## config.mk

```make
export PLATFORM = sky130hd
export DESIGN_NAME = sdj_core
export DESIGN_NICKNAME = d
export VERILOG_FILES = /design/src/shared/sdj_pkg.sv /design/src/rtl/sdj_core.sv /design/src/rtl/sdj_ramp_dda.sv
export SDC_FILE = /design/constraint.sdc
export NUM_CORES = 2
export LEC_CHECK = 0
export ABC_AREA = 1
export BUFFER_PORTS_ARGS = -buffer_cell sky130_fd_sc_hd__buf_2
export CAP_MARGIN = 20
export CORE_UTILIZATION = 70
export CTS_CLUSTER_DIAMETER = 100
export DETAILED_ROUTE_END_ITERATION = 8
export GPL_TIMING_DRIVEN = 0
export HOLD_SLACK_MARGIN = 0.15
export PLACE_DENSITY = 0.95
export SYNTH_ARGS = -nofsm -noshare
export SYNTH_HDL_FRONTEND = slang
export SYNTH_SLANG_ARGS = --single-unit
```

## constraint.sdc

```tcl
create_clock -name CLOCK -period 18.7 [get_ports CLOCK]
set_input_delay 2.805 -clock CLOCK [delete_from_list [all_inputs] [get_ports CLOCK]]
set_output_delay 2.805 -clock CLOCK [all_outputs]
set_load 0.005 [all_outputs]
```

## src/shared/sdj_pkg.sv

```systemverilog
// Purpose: Shared constants and types for the speed command block.
// Assumes: 100 MHz CLOCK, APB with 32-bit data and byte addresses.
// Notes:   Ramp time is held in tenths of a second.
package sdj_pkg;

  localparam int CLK_PERIOD_NS = 10;
  localparam int RAMP_UNIT_NS  = 100_000_000;
  localparam int RAMP_UNIT_CYC = RAMP_UNIT_NS / CLK_PERIOD_NS;

  localparam int ADDR_W = 8;
  localparam int CMD_W  = 13;
  localparam int SET_W  = 16;
  localparam int ACC_W  = 48;

  localparam logic [ADDR_W-1:0] OFS_MODE   = 8'h00;
  localparam logic [ADDR_W-1:0] OFS_DIRECT = 8'h04;
  localparam logic [ADDR_W-1:0] OFS_RAMP   = 8'h08;
  localparam logic [ADDR_W-1:0] OFS_JOGSP  = 8'h0c;
  localparam logic [ADDR_W-1:0] OFS_KP     = 8'h10;
  localparam logic [ADDR_W-1:0] OFS_KI     = 8'h14;
  localparam logic [ADDR_W-1:0] OFS_STATUS = 8'h18;
  localparam logic [ADDR_W-1:0] OFS_SPEED  = 8'h1c;

  localparam int                FULL_CMD    = 4095;
  localparam logic [3:0]        MODE_DIRECT = 4'h2;
  localparam logic [3:0]        MODE_RST    = 4'h1;
  localparam logic [CMD_W-1:0]  DIRECT_RST  = 13'h0000;
  localparam logic [SET_W-1:0]  RAMP_RST    = 16'h0032;
  localparam logic [SET_W-1:0]  JOGSP_RST   = 16'h0032;
  localparam logic [SET_W-1:0]  KP_RST      = 16'h0bb8;
  localparam logic [SET_W-1:0]  KI_RST      = 16'h0001;

  typedef enum logic [3:0] {
    ST_FSTOP    = 4'b0001,
    ST_RUN      = 4'b0010,
    ST_JOG      = 4'b0100,
    ST_JOG_DOWN = 4'b1000
  } sdj_state_t;

  typedef struct packed {
    logic              psel;
    logic              penable;
    logic              pwrite;
    logic [ADDR_W-1:0] paddr;
    logic [31:0]       pwdata;
  } sdj_apb_req_t;

  typedef struct packed {
    logic [31:0] prdata;
    logic        pready;
    logic        pslverr;
  } sdj_apb_rsp_t;

endpackage : sdj_pkg

```

## src/rtl/sdj_core.sv

```systemverilog
// Purpose: Speed command generation with direct, jog and PI modes.
// Assumes: Pins RUN, STOP and JOG are asynchronous; POS_ERR is on CLOCK.
// Notes:   SPEED_CMD is two's complement, full scale is +/-4095 counts.
// Operation
// - Direct mode drives command open loop, unramped.
// - Direct value uses twelve bits of magnitude.
// - 4095 full, 2048 half, 0 zero forward.
// - Negative value drives reverse by its magnitude.
// - Mode selector value 2 selects direct mode.
// - Direct mode disables follower profile and integrator.
// - Direct value resets to zero.
// - Run and stop gate the direct value.
// - Jog ramps speed at set rate to setpoint.
// - Jog only from fast stop, returns there.
// - Ramp setting is tenths of a second from zero to setpoint.
// - Jog setpoint in rpm, default 50.
// - Gain defaults 3000, integral defaults 1.
// - Larger gain gives proportionally stronger correction.
//
// The address map and register access over APB were chosen for this implementation.
`timescale 1ns/1ps
module sdj_core #(
  parameter int          ERR_W    = 16,
  parameter int          KP_SHIFT = 12,
  parameter int          KI_SHIFT = 16,
  parameter int          FULL_RPM = 3000,
  parameter int unsigned UNIT_CYC = sdj_pkg::RAMP_UNIT_CYC
) (
  input  wire logic                      CLOCK,
  input  wire logic                      SRST,
  input  wire sdj_pkg::sdj_apb_req_t     APB_REQ,
  output sdj_pkg::sdj_apb_rsp_t          APB_RSP,
  input  wire logic                      RUN_PIN,
  input  wire logic                      STOP_PIN,
  input  wire logic                      JOG_PIN,
  input  wire logic signed [ERR_W-1:0]   POS_ERR,
  output logic signed [sdj_pkg::CMD_W-1:0] SPEED_CMD,
  output logic                           FAST_STOP,
  output logic                           DIRECT_ACTIVE
);
  import sdj_pkg::*;

  localparam logic signed [ACC_W-1:0] SAT_HI = ACC_W'(FULL_CMD);
  localparam logic signed [ACC_W-1:0] SAT_LO = -ACC_W'(FULL_CMD);
  localparam logic [ACC_W-1:0] RPM_SCALE =
    ACC_W'((64'(FULL_CMD) << 16) / 64'(FULL_RPM));

  function automatic logic signed [CMD_W-1:0] sat_cmd(
    input logic signed [ACC_W-1:0] v);
    if (v > SAT_HI) begin
      sat_cmd = CMD_W'(FULL_CMD);
    end else if (v < SAT_LO) begin
      sat_cmd = -CMD_W'(FULL_CMD);
    end else begin
      sat_cmd = v[CMD_W-1:0];
    end
  endfunction : sat_cmd

  // Registers.
  logic [3:0]              mode_reg;
  logic signed [CMD_W-1:0] direct_reg;
  logic [SET_W-1:0]        ramp_reg;
  logic [SET_W-1:0]        jogsp_reg;
  logic [SET_W-1:0]        kp_reg;
  logic [SET_W-1:0]        ki_reg;
  logic [2:0]              pin_meta_reg;
  logic [2:0]              pin_sync_reg;
  logic                    run_prev_reg;
  sdj_state_t              state_reg;
  sdj_state_t              state_next;
  logic [SET_W-1:0]        rpm_reg;
  logic [SET_W-1:0]        rpm_next;
  logic signed [CMD_W-1:0] integ_reg;
  logic signed [CMD_W-1:0] integ_next;
  logic signed [CMD_W-1:0] speed_next;

  logic                    run_lvl;
  logic                    stop_lvl;
  logic                    jog_lvl;
  logic                    run_rise;
  logic                    direct_mode;
  logic                    wr_en;
  logic                    setup;
  logic                    step;
  logic                    ramp_en;
  logic [SET_W-1:0]        dda_rate;
  logic signed [CMD_W-1:0] wr_direct;
  logic signed [ACC_W-1:0] wdata_s;
  logic signed [ACC_W-1:0] p_full;
  logic signed [ACC_W-1:0] i_full;
  logic signed [ACC_W-1:0] pi_sum;
  logic signed [CMD_W-1:0] pi_out;
  logic signed [CMD_W-1:0] jog_cmd;
  logic [ACC_W-1:0]        jog_prod;
  logic [31:0]             rd_data;
  logic                    rd_err;

  assign run_lvl  = pin_sync_reg[2];
  assign stop_lvl = pin_sync_reg[1];
  assign jog_lvl  = pin_sync_reg[0];
  assign run_rise = run_lvl && !run_prev_reg;

  assign direct_mode = (mode_reg == MODE_DIRECT);
  assign setup = APB_REQ.psel && !APB_REQ.penable;
  assign wr_en = APB_REQ.psel && APB_REQ.penable && APB_RSP.pready
                 && APB_REQ.pwrite;

  // Pins pass two flip-flops; only the second stage is read.
  always_ff @(posedge CLOCK) begin
    if (SRST) begin
      pin_meta_reg <= 3'h0;
      pin_sync_reg <= 3'h0;
      run_prev_reg <= 1'b0;
    end else begin
      pin_meta_reg <= {RUN_PIN, STOP_PIN, JOG_PIN};
      pin_sync_reg <= pin_meta_reg;
      run_prev_reg <= run_lvl;
    end
  end

  // Direct writes are taken as signed 16-bit; values outside +/-4095 are clamped to the converter range.
  assign wdata_s   = ACC_W'($signed(APB_REQ.pwdata[15:0]));
  assign wr_direct = sat_cmd(wdata_s);

  always_ff @(posedge CLOCK) begin
    if (SRST) begin
      mode_reg   <= MODE_RST;
      direct_reg <= DIRECT_RST;
      ramp_reg   <= RAMP_RST;
      jogsp_reg  <= JOGSP_RST;
      kp_reg     <= KP_RST;
      ki_reg     <= KI_RST;
    end else if (wr_en) begin
      case (APB_REQ.paddr)
        OFS_MODE:   mode_reg   <= APB_REQ.pwdata[3:0];
        OFS_DIRECT: direct_reg <= wr_direct;
        OFS_RAMP:   ramp_reg   <= APB_REQ.pwdata[SET_W-1:0];
        OFS_JOGSP:  jogsp_reg  <= APB_REQ.pwdata[SET_W-1:0];
        OFS_KP:     kp_reg     <= APB_REQ.pwdata[SET_W-1:0];
        OFS_KI:     ki_reg     <= APB_REQ.pwdata[SET_W-1:0];
        default:    mode_reg   <= mode_reg;
      endcase
    end
  end

  // Stop always wins; jog is taken only from fast stop.
  always_comb begin
    state_next = state_reg;
    case (state_reg)
      ST_FSTOP: begin
        if (!stop_lvl && jog_lvl) begin
          state_next = ST_JOG;
        end else if (!stop_lvl && run_rise) begin
          state_next = ST_RUN;
        end
      end
      ST_RUN: begin
        if (stop_lvl) begin
          state_next = ST_FSTOP;
        end
      end
      ST_JOG: begin
        if (stop_lvl) begin
          state_next = ST_FSTOP;
        end else if (!jog_lvl) begin
          state_next = ST_JOG_DOWN;
        end
      end
      ST_JOG_DOWN: begin
        if (stop_lvl || rpm_reg == '0) begin
          state_next = ST_FSTOP;
        end
      end
      default: state_next = ST_FSTOP;
    endcase
  end

  always_ff @(posedge CLOCK) begin
    if (SRST) begin
      state_reg <= ST_FSTOP;
    end else begin
      state_reg <= state_next;
    end
  end

  // A zero setpoint would stall the down ramp, so the rate floor is one.
  assign ramp_en  = (state_reg == ST_JOG) || (state_reg == ST_JOG_DOWN);
  assign dda_rate = (jogsp_reg == '0) ? SET_W'(1) : jogsp_reg;

  sdj_ramp_dda #(
    .UNIT_CYC (UNIT_CYC)
  ) u_ramp (
    .clock  (CLOCK),
    .srst   (SRST),
    .enable (ramp_en),
    .rate   (dda_rate),
    .period (ramp_reg),
    .step   (step)
  );

  always_comb begin
    rpm_next = rpm_reg;
    case (state_reg)
      ST_JOG: begin
        if (step && rpm_reg < jogsp_reg) begin
          rpm_next = rpm_reg + SET_W'(1);
        end else if (step && rpm_reg > jogsp_reg) begin
          rpm_next = rpm_reg - SET_W'(1);
        end
      end
      ST_JOG_DOWN: begin
        if (step && rpm_reg != '0) begin
          rpm_next = rpm_reg - SET_W'(1);
        end
      end
      default: rpm_next = '0;
    endcase
  end

  always_ff @(posedge CLOCK) begin
    if (SRST) begin
      rpm_reg <= '0;
    end else begin
      rpm_reg <= rpm_next;
    end
  end

  assign jog_prod = ACC_W'(rpm_reg) * RPM_SCALE;
  assign jog_cmd  = sat_cmd($signed(jog_prod >> 16));

  // The integrator is held clear outside closed-loop run so that no
  // windup is carried into the next run.
  assign p_full = ACC_W'($signed({1'b0, kp_reg})) * ACC_W'(POS_ERR);
  assign i_full = ACC_W'($signed({1'b0, ki_reg})) * ACC_W'(POS_ERR);
  assign integ_next = sat_cmd(ACC_W'(integ_reg) + (i_full >>> KI_SHIFT));
  assign pi_sum = (p_full >>> KP_SHIFT) + ACC_W'(integ_reg);
  assign pi_out = sat_cmd(pi_sum);

  always_ff @(posedge CLOCK) begin
    if (SRST) begin
      integ_reg <= '0;
    end else if (state_reg == ST_RUN && !direct_mode) begin
      integ_reg <= integ_next;
    end else begin
      integ_reg <= '0;
    end
  end

  always_comb begin
    case (state_reg)
      ST_RUN:      speed_next = direct_mode ? direct_reg : pi_out;
      ST_JOG:      speed_next = jog_cmd;
      ST_JOG_DOWN: speed_next = jog_cmd;
      default:     speed_next = '0;
    endcase
  end

  // The direct value passes unchanged: linear in sign and magnitude.
  always_ff @(posedge CLOCK) begin
    if (SRST) begin
      SPEED_CMD     <= '0;
      FAST_STOP     <= 1'b1;
      DIRECT_ACTIVE <= 1'b0;
    end else begin
      SPEED_CMD     <= speed_next;
      FAST_STOP     <= (state_next == ST_FSTOP);
      DIRECT_ACTIVE <= direct_mode;
    end
  end

  always_comb begin
    rd_err = 1'b0;
    case (APB_REQ.paddr)
      OFS_MODE:   rd_data = 32'(mode_reg);
      OFS_DIRECT: rd_data = 32'($signed(direct_reg));
      OFS_RAMP:   rd_data = 32'(ramp_reg);
      OFS_JOGSP:  rd_data = 32'(jogsp_reg);
      OFS_KP:     rd_data = 32'(kp_reg);
      OFS_KI:     rd_data = 32'(ki_reg);
      OFS_STATUS: rd_data = {27'h0, direct_mode, state_reg};
      OFS_SPEED:  rd_data = {rpm_reg, 3'h0, SPEED_CMD};
      default: begin
        rd_data = 32'h0;
        rd_err  = 1'b1;
      end
    endcase
  end

  // The response is registered in the setup cycle, so access has no wait state and every bus output is on a flip-flop.
  always_ff @(posedge CLOCK) begin
    if (SRST) begin
      APB_RSP <= '0;
    end else if (setup) begin
      APB_RSP.pready  <= 1'b1;
      APB_RSP.pslverr <= rd_err;
      APB_RSP.prdata  <= APB_REQ.pwrite ? 32'h0 : rd_data;
    end else begin
      APB_RSP <= '0;
    end
  end
endmodule : sdj_core

```

## src/rtl/sdj_ramp_dda.sv

```systemverilog
// Purpose: Rate generator giving one-cycle step pulses for the jog ramp.
// Assumes: Step rate is rate / (period * unit_cyc) steps per cycle.
// Notes:   A zero period steps on every enabled cycle.
`timescale 1ns/1ps
module sdj_ramp_dda #(
  parameter int unsigned UNIT_CYC = sdj_pkg::RAMP_UNIT_CYC
) (
  input  wire logic                     clock,
  input  wire logic                     srst,
  input  wire logic                     enable,
  input  wire logic [sdj_pkg::SET_W-1:0] rate,
  input  wire logic [sdj_pkg::SET_W-1:0] period,
  output logic                          step
);
  import sdj_pkg::*;

  logic [ACC_W-1:0] acc_reg;
  logic [ACC_W-1:0] acc_sum;
  logic [ACC_W-1:0] threshold;

  // Bresenham style accumulation avoids a divider for the ramp slope.
  assign threshold = ACC_W'(period) * ACC_W'(UNIT_CYC);
  assign acc_sum   = acc_reg + ACC_W'(rate);

  always_ff @(posedge clock) begin
    if (srst || !enable) begin
      acc_reg <= '0;
      step    <= 1'b0;
    end else if (acc_sum >= threshold) begin
      acc_reg <= acc_sum - threshold;
      step    <= 1'b1;
    end else begin
      acc_reg <= acc_sum;
      step    <= 1'b0;
    end
  end

endmodule : sdj_ramp_dda

```

==> impl_results.md <==
- Xor/xnor share of the synthesized area: 3.42%
- Vias in the first global route: 41200
- Largest net degree at the start of global routing: 18
- Yosys warns: 0
- Final period util: 61.7%
- Status: finished with violations
- Measured slew at the worst slew-check pin: 1.22 ns
- Main combinational cell family by area after synthesis: adder cells
- Ratio of cells with drive above 1 in the final layout: 3.33%
- Setup bufs post-CTS: 0
- Setup TNS: 0 ns
- Routed via count: 41600
- Compound-Gate Fraction of Synth Area: 10.3%
- Final core occ: 74.9%
- Crit path max fanout: 10
- Sequential fraction of the synthesis area: 10.2%
- Initial antenna violation count: 13
- Ports: 113
- Pre-antenna DRT Iters: 9
- EDFF count, synth: 0
- Hold Vio Cnt, Final: 0
- Crit. End Element: flop
- Post-Synth Adder-Cell Area: 42.9%
- CP max stage delay: 0.82 ns
- Fillers: 4495
- GR Overflow Total: 0
- Worst Skew: 0.0151 ns
- Mapped Cells: 5946
- CTS Buffer Depth: 3
- RD Place Congestion: 1.09
- Max IR drop VDD: 159 uV
- Final Max Slew Viols: 0
- M2 GR Usage: 66.9%
- Initial Util: 71.1%
- Worst hold path type: flop to flop
- Wire length per cell: 20.2 um
- # resized after CTS: 0
- Fmax: 86.6 MHz
- Reg power frac: 14.9%
- DRT iter0 DRCs: 5189
- Post-Syn Area per Cell: 7.24 um2
- Die Width: 250 um
- Layout Nets: 7282
- Die span in y: 250 um
- # setup viols final: 0
- Global route hottest layer: met2
- Met3 GRT Util: 18.4%
- Post-synthesis register bit count: 219
- H-tree Lvls: 1
- PD cells: 69.9 nW/um2
- # DRC: 16
- Unrepaired setup endpoints after global routing: no
- Clock Tree Root: clkbuf_16
- Clock sinks: 219
- Pleak: 25.7 nW
- Drt total wl: 139 mm
- Post-DP Area: 44500 um2
- Switching Share: 53.9%
- Top cells by area, synth: fa_1 (25%), ha_1 (18%), inv_1 (12%), nand2_1 (11%), dfxtp_1 (10%)
- Sw power: 0.00171 W
- Setup CP Type: input port to flop
- Via density: 6.05
- Minimum clock period: 11.55 ns
- All-Layer GR Usage: 44.8%
- Placed cell count: 6823
- Required time worst endpoint: 19.14 ns
- Layout Cells excl Fill: 6880
- Final HPWL DP: 114 mm
- Gate power share: 68.7%
- Final Cell Area: 45400 um2
- Syn nets: 7159
- Max_cap viols: 0
- Post-synthesis cell type with the largest combined area: fa_1
- Worst path slowest cell: o21ai_0
- Async S/R FF share, synth: 0%
- Main synth FF type: dfxtp_1
- First-pass GRT wire length: 218 mm
- Clock power frac: 16.4%
- PortBufs: 95
- Synth cell types: 55
- Type of origin of the critical path: input port
- Total CTS buffers: 25
- Max reg flops: 48
- Synth Area in Simple Gates: 19.4%
- Cts hold-fix bufs: 0
- Rel. slew slack: 18.0%
- Failing checks: DRC
- Critical Path Most Common Cell: nand2_1
- Total internal power: 0.00146 W
- Area growth syn-to-layout: 5.44%
- CTS tree: built
- Reg clk slew, reported paths: 0.07 ns
- Die ar.: 62500 um2
- Tot Pwr: 0.00317 W
- Crit path DAT: 11.99 ns
- Mapped cell area: 43100 um2
- GRT met1 Usage: 56.1%
- Synth top area share: 25.4%
- Num rows: 90
- Total core area: 60600 um2
- Worst skew pair latency: 0.57 ns
- Antenna Nets Post-Route: 0
- Mux cell area share after synthesis: 0%
## path summary, 6_finish.rpt
path / cells past startpoint / slack [ns] / start / to
max reg2reg: 33 / 8.88 / ki_reg[5] / integ_reg[8]
max: 34 / 7.15 / POS_ERR[1] / integ_reg[8]
min reg2reg: 2 / 0.42 / pin_meta_reg[0] / pin_sync_reg[0]
min: 2 / 0.42 / pin_meta_reg[0] / pin_sync_reg[0]
## cell usage in the layout, fill, tap and decap left out, types with 6 or more instances in the layout
cell type,count
inv_1,1371
nand2_1,1279
ha_1,603
fa_1,546
a21oi_1,393
nor2_1,381
o21ai_0,247
dfxtp_1,219
nand3_1,178
clkbuf_1,168
xor2_1,106
buf_2,104
nand4_1,66
xnor2_1,62
nor3_1,51
a21o_1,25
a31oi_1,25
clkbuf_16,25
or2_2,22
nand3b_1,20
a221oi_1,20
o211ai_1,17
o21bai_1,16
nor4_1,15
a21boi_0,12
diode_2,10
o22ai_1,10
inv_2,9
o21a_1,8
o2111ai_1,7
nand2_2,6
o21ai_1,6
clkinv_2,6
## layout make-up
class | instances | area (um2) | share of cell area [%]
Sequential cell | 219 | 4380 | 9.66
Clock inverter | 16 | 159 | 0.350
Buffer | 184 | 721 | 1.59
Antenna cell | 10 | 25.0 | 0.0551
Timing Repair Buffer | 96 | 487 | 1.07
Multi-Input combinational cell | 4160 | 32800 | 72.2
Inverter | 1383 | 5190 | 11.4
Clock buffer | 30 | 694 | 1.53
Tap cell | 782 | 978 | 2.15
## worst max-delay path: cells and delay by family
family	cells	cell delay (ns)
buffers and inverters	8	1.46
AND/OR/NAND/NOR	12	2.26
adder cells (fa/ha/maj)	8	3.66
AO/OA/AOI/OAI	4	1.36
XOR/XNOR	2	0.42
## synth_stat cells (all sizes together) (20+ instances only)
master	n
a21o	25
a21oi	394
a221oi	20
a31oi	25
clkbuf	168
dfxtp	219
fa	546
ha	603
inv	1380
nand2	1285
nand3	179
nand3b	20
nand4	66
nor2	386
nor3	51
o21ai	255
or2	23
xnor2	62
xor2	106
## through the flow
step,setup WS (ns),hold WS (ns)
global route,6.76,0.437
global placement,7.14,0.393
CTS,7.50,0.410
floorplan,8.91,0.388
finish,7.15,0.415
detailed placement,6.99,0.405
## power groups by stage
stage	Clock, W	Sequential, W	Combinational (W)
2_1_floorplan	0	0.000481	0.00144
3_3_place_gp	0	0.000483	0.00203
3_5_place_dp	0	0.000483	0.00209
4_1_cts	0.000513	0.000472	0.00210
5_1_grt	0.000535	0.000473	0.00240
6_report	0.000520	0.000473	0.00218
## per-layer routing
| layer | part of all wire (%) | wire length (um) |
|---|---|---|
| met1 | 37 | 51200 |
| met2 | 42 | 58800 |
| met3 | 15 | 20800 |
| met4 | 5.9 | 8220 |
| met5 | 0.053 | 74 |
## logic make-up after synthesis
group,after synthesis
AOI/OAI and AO/OA,807
xor gates and xnor gates,168
adders and majority gates,1149
buffers and inverters,1567
DFF,219
and+or+nand+nor,2036
No activity file was read; power rests on OpenSTA's default activity.
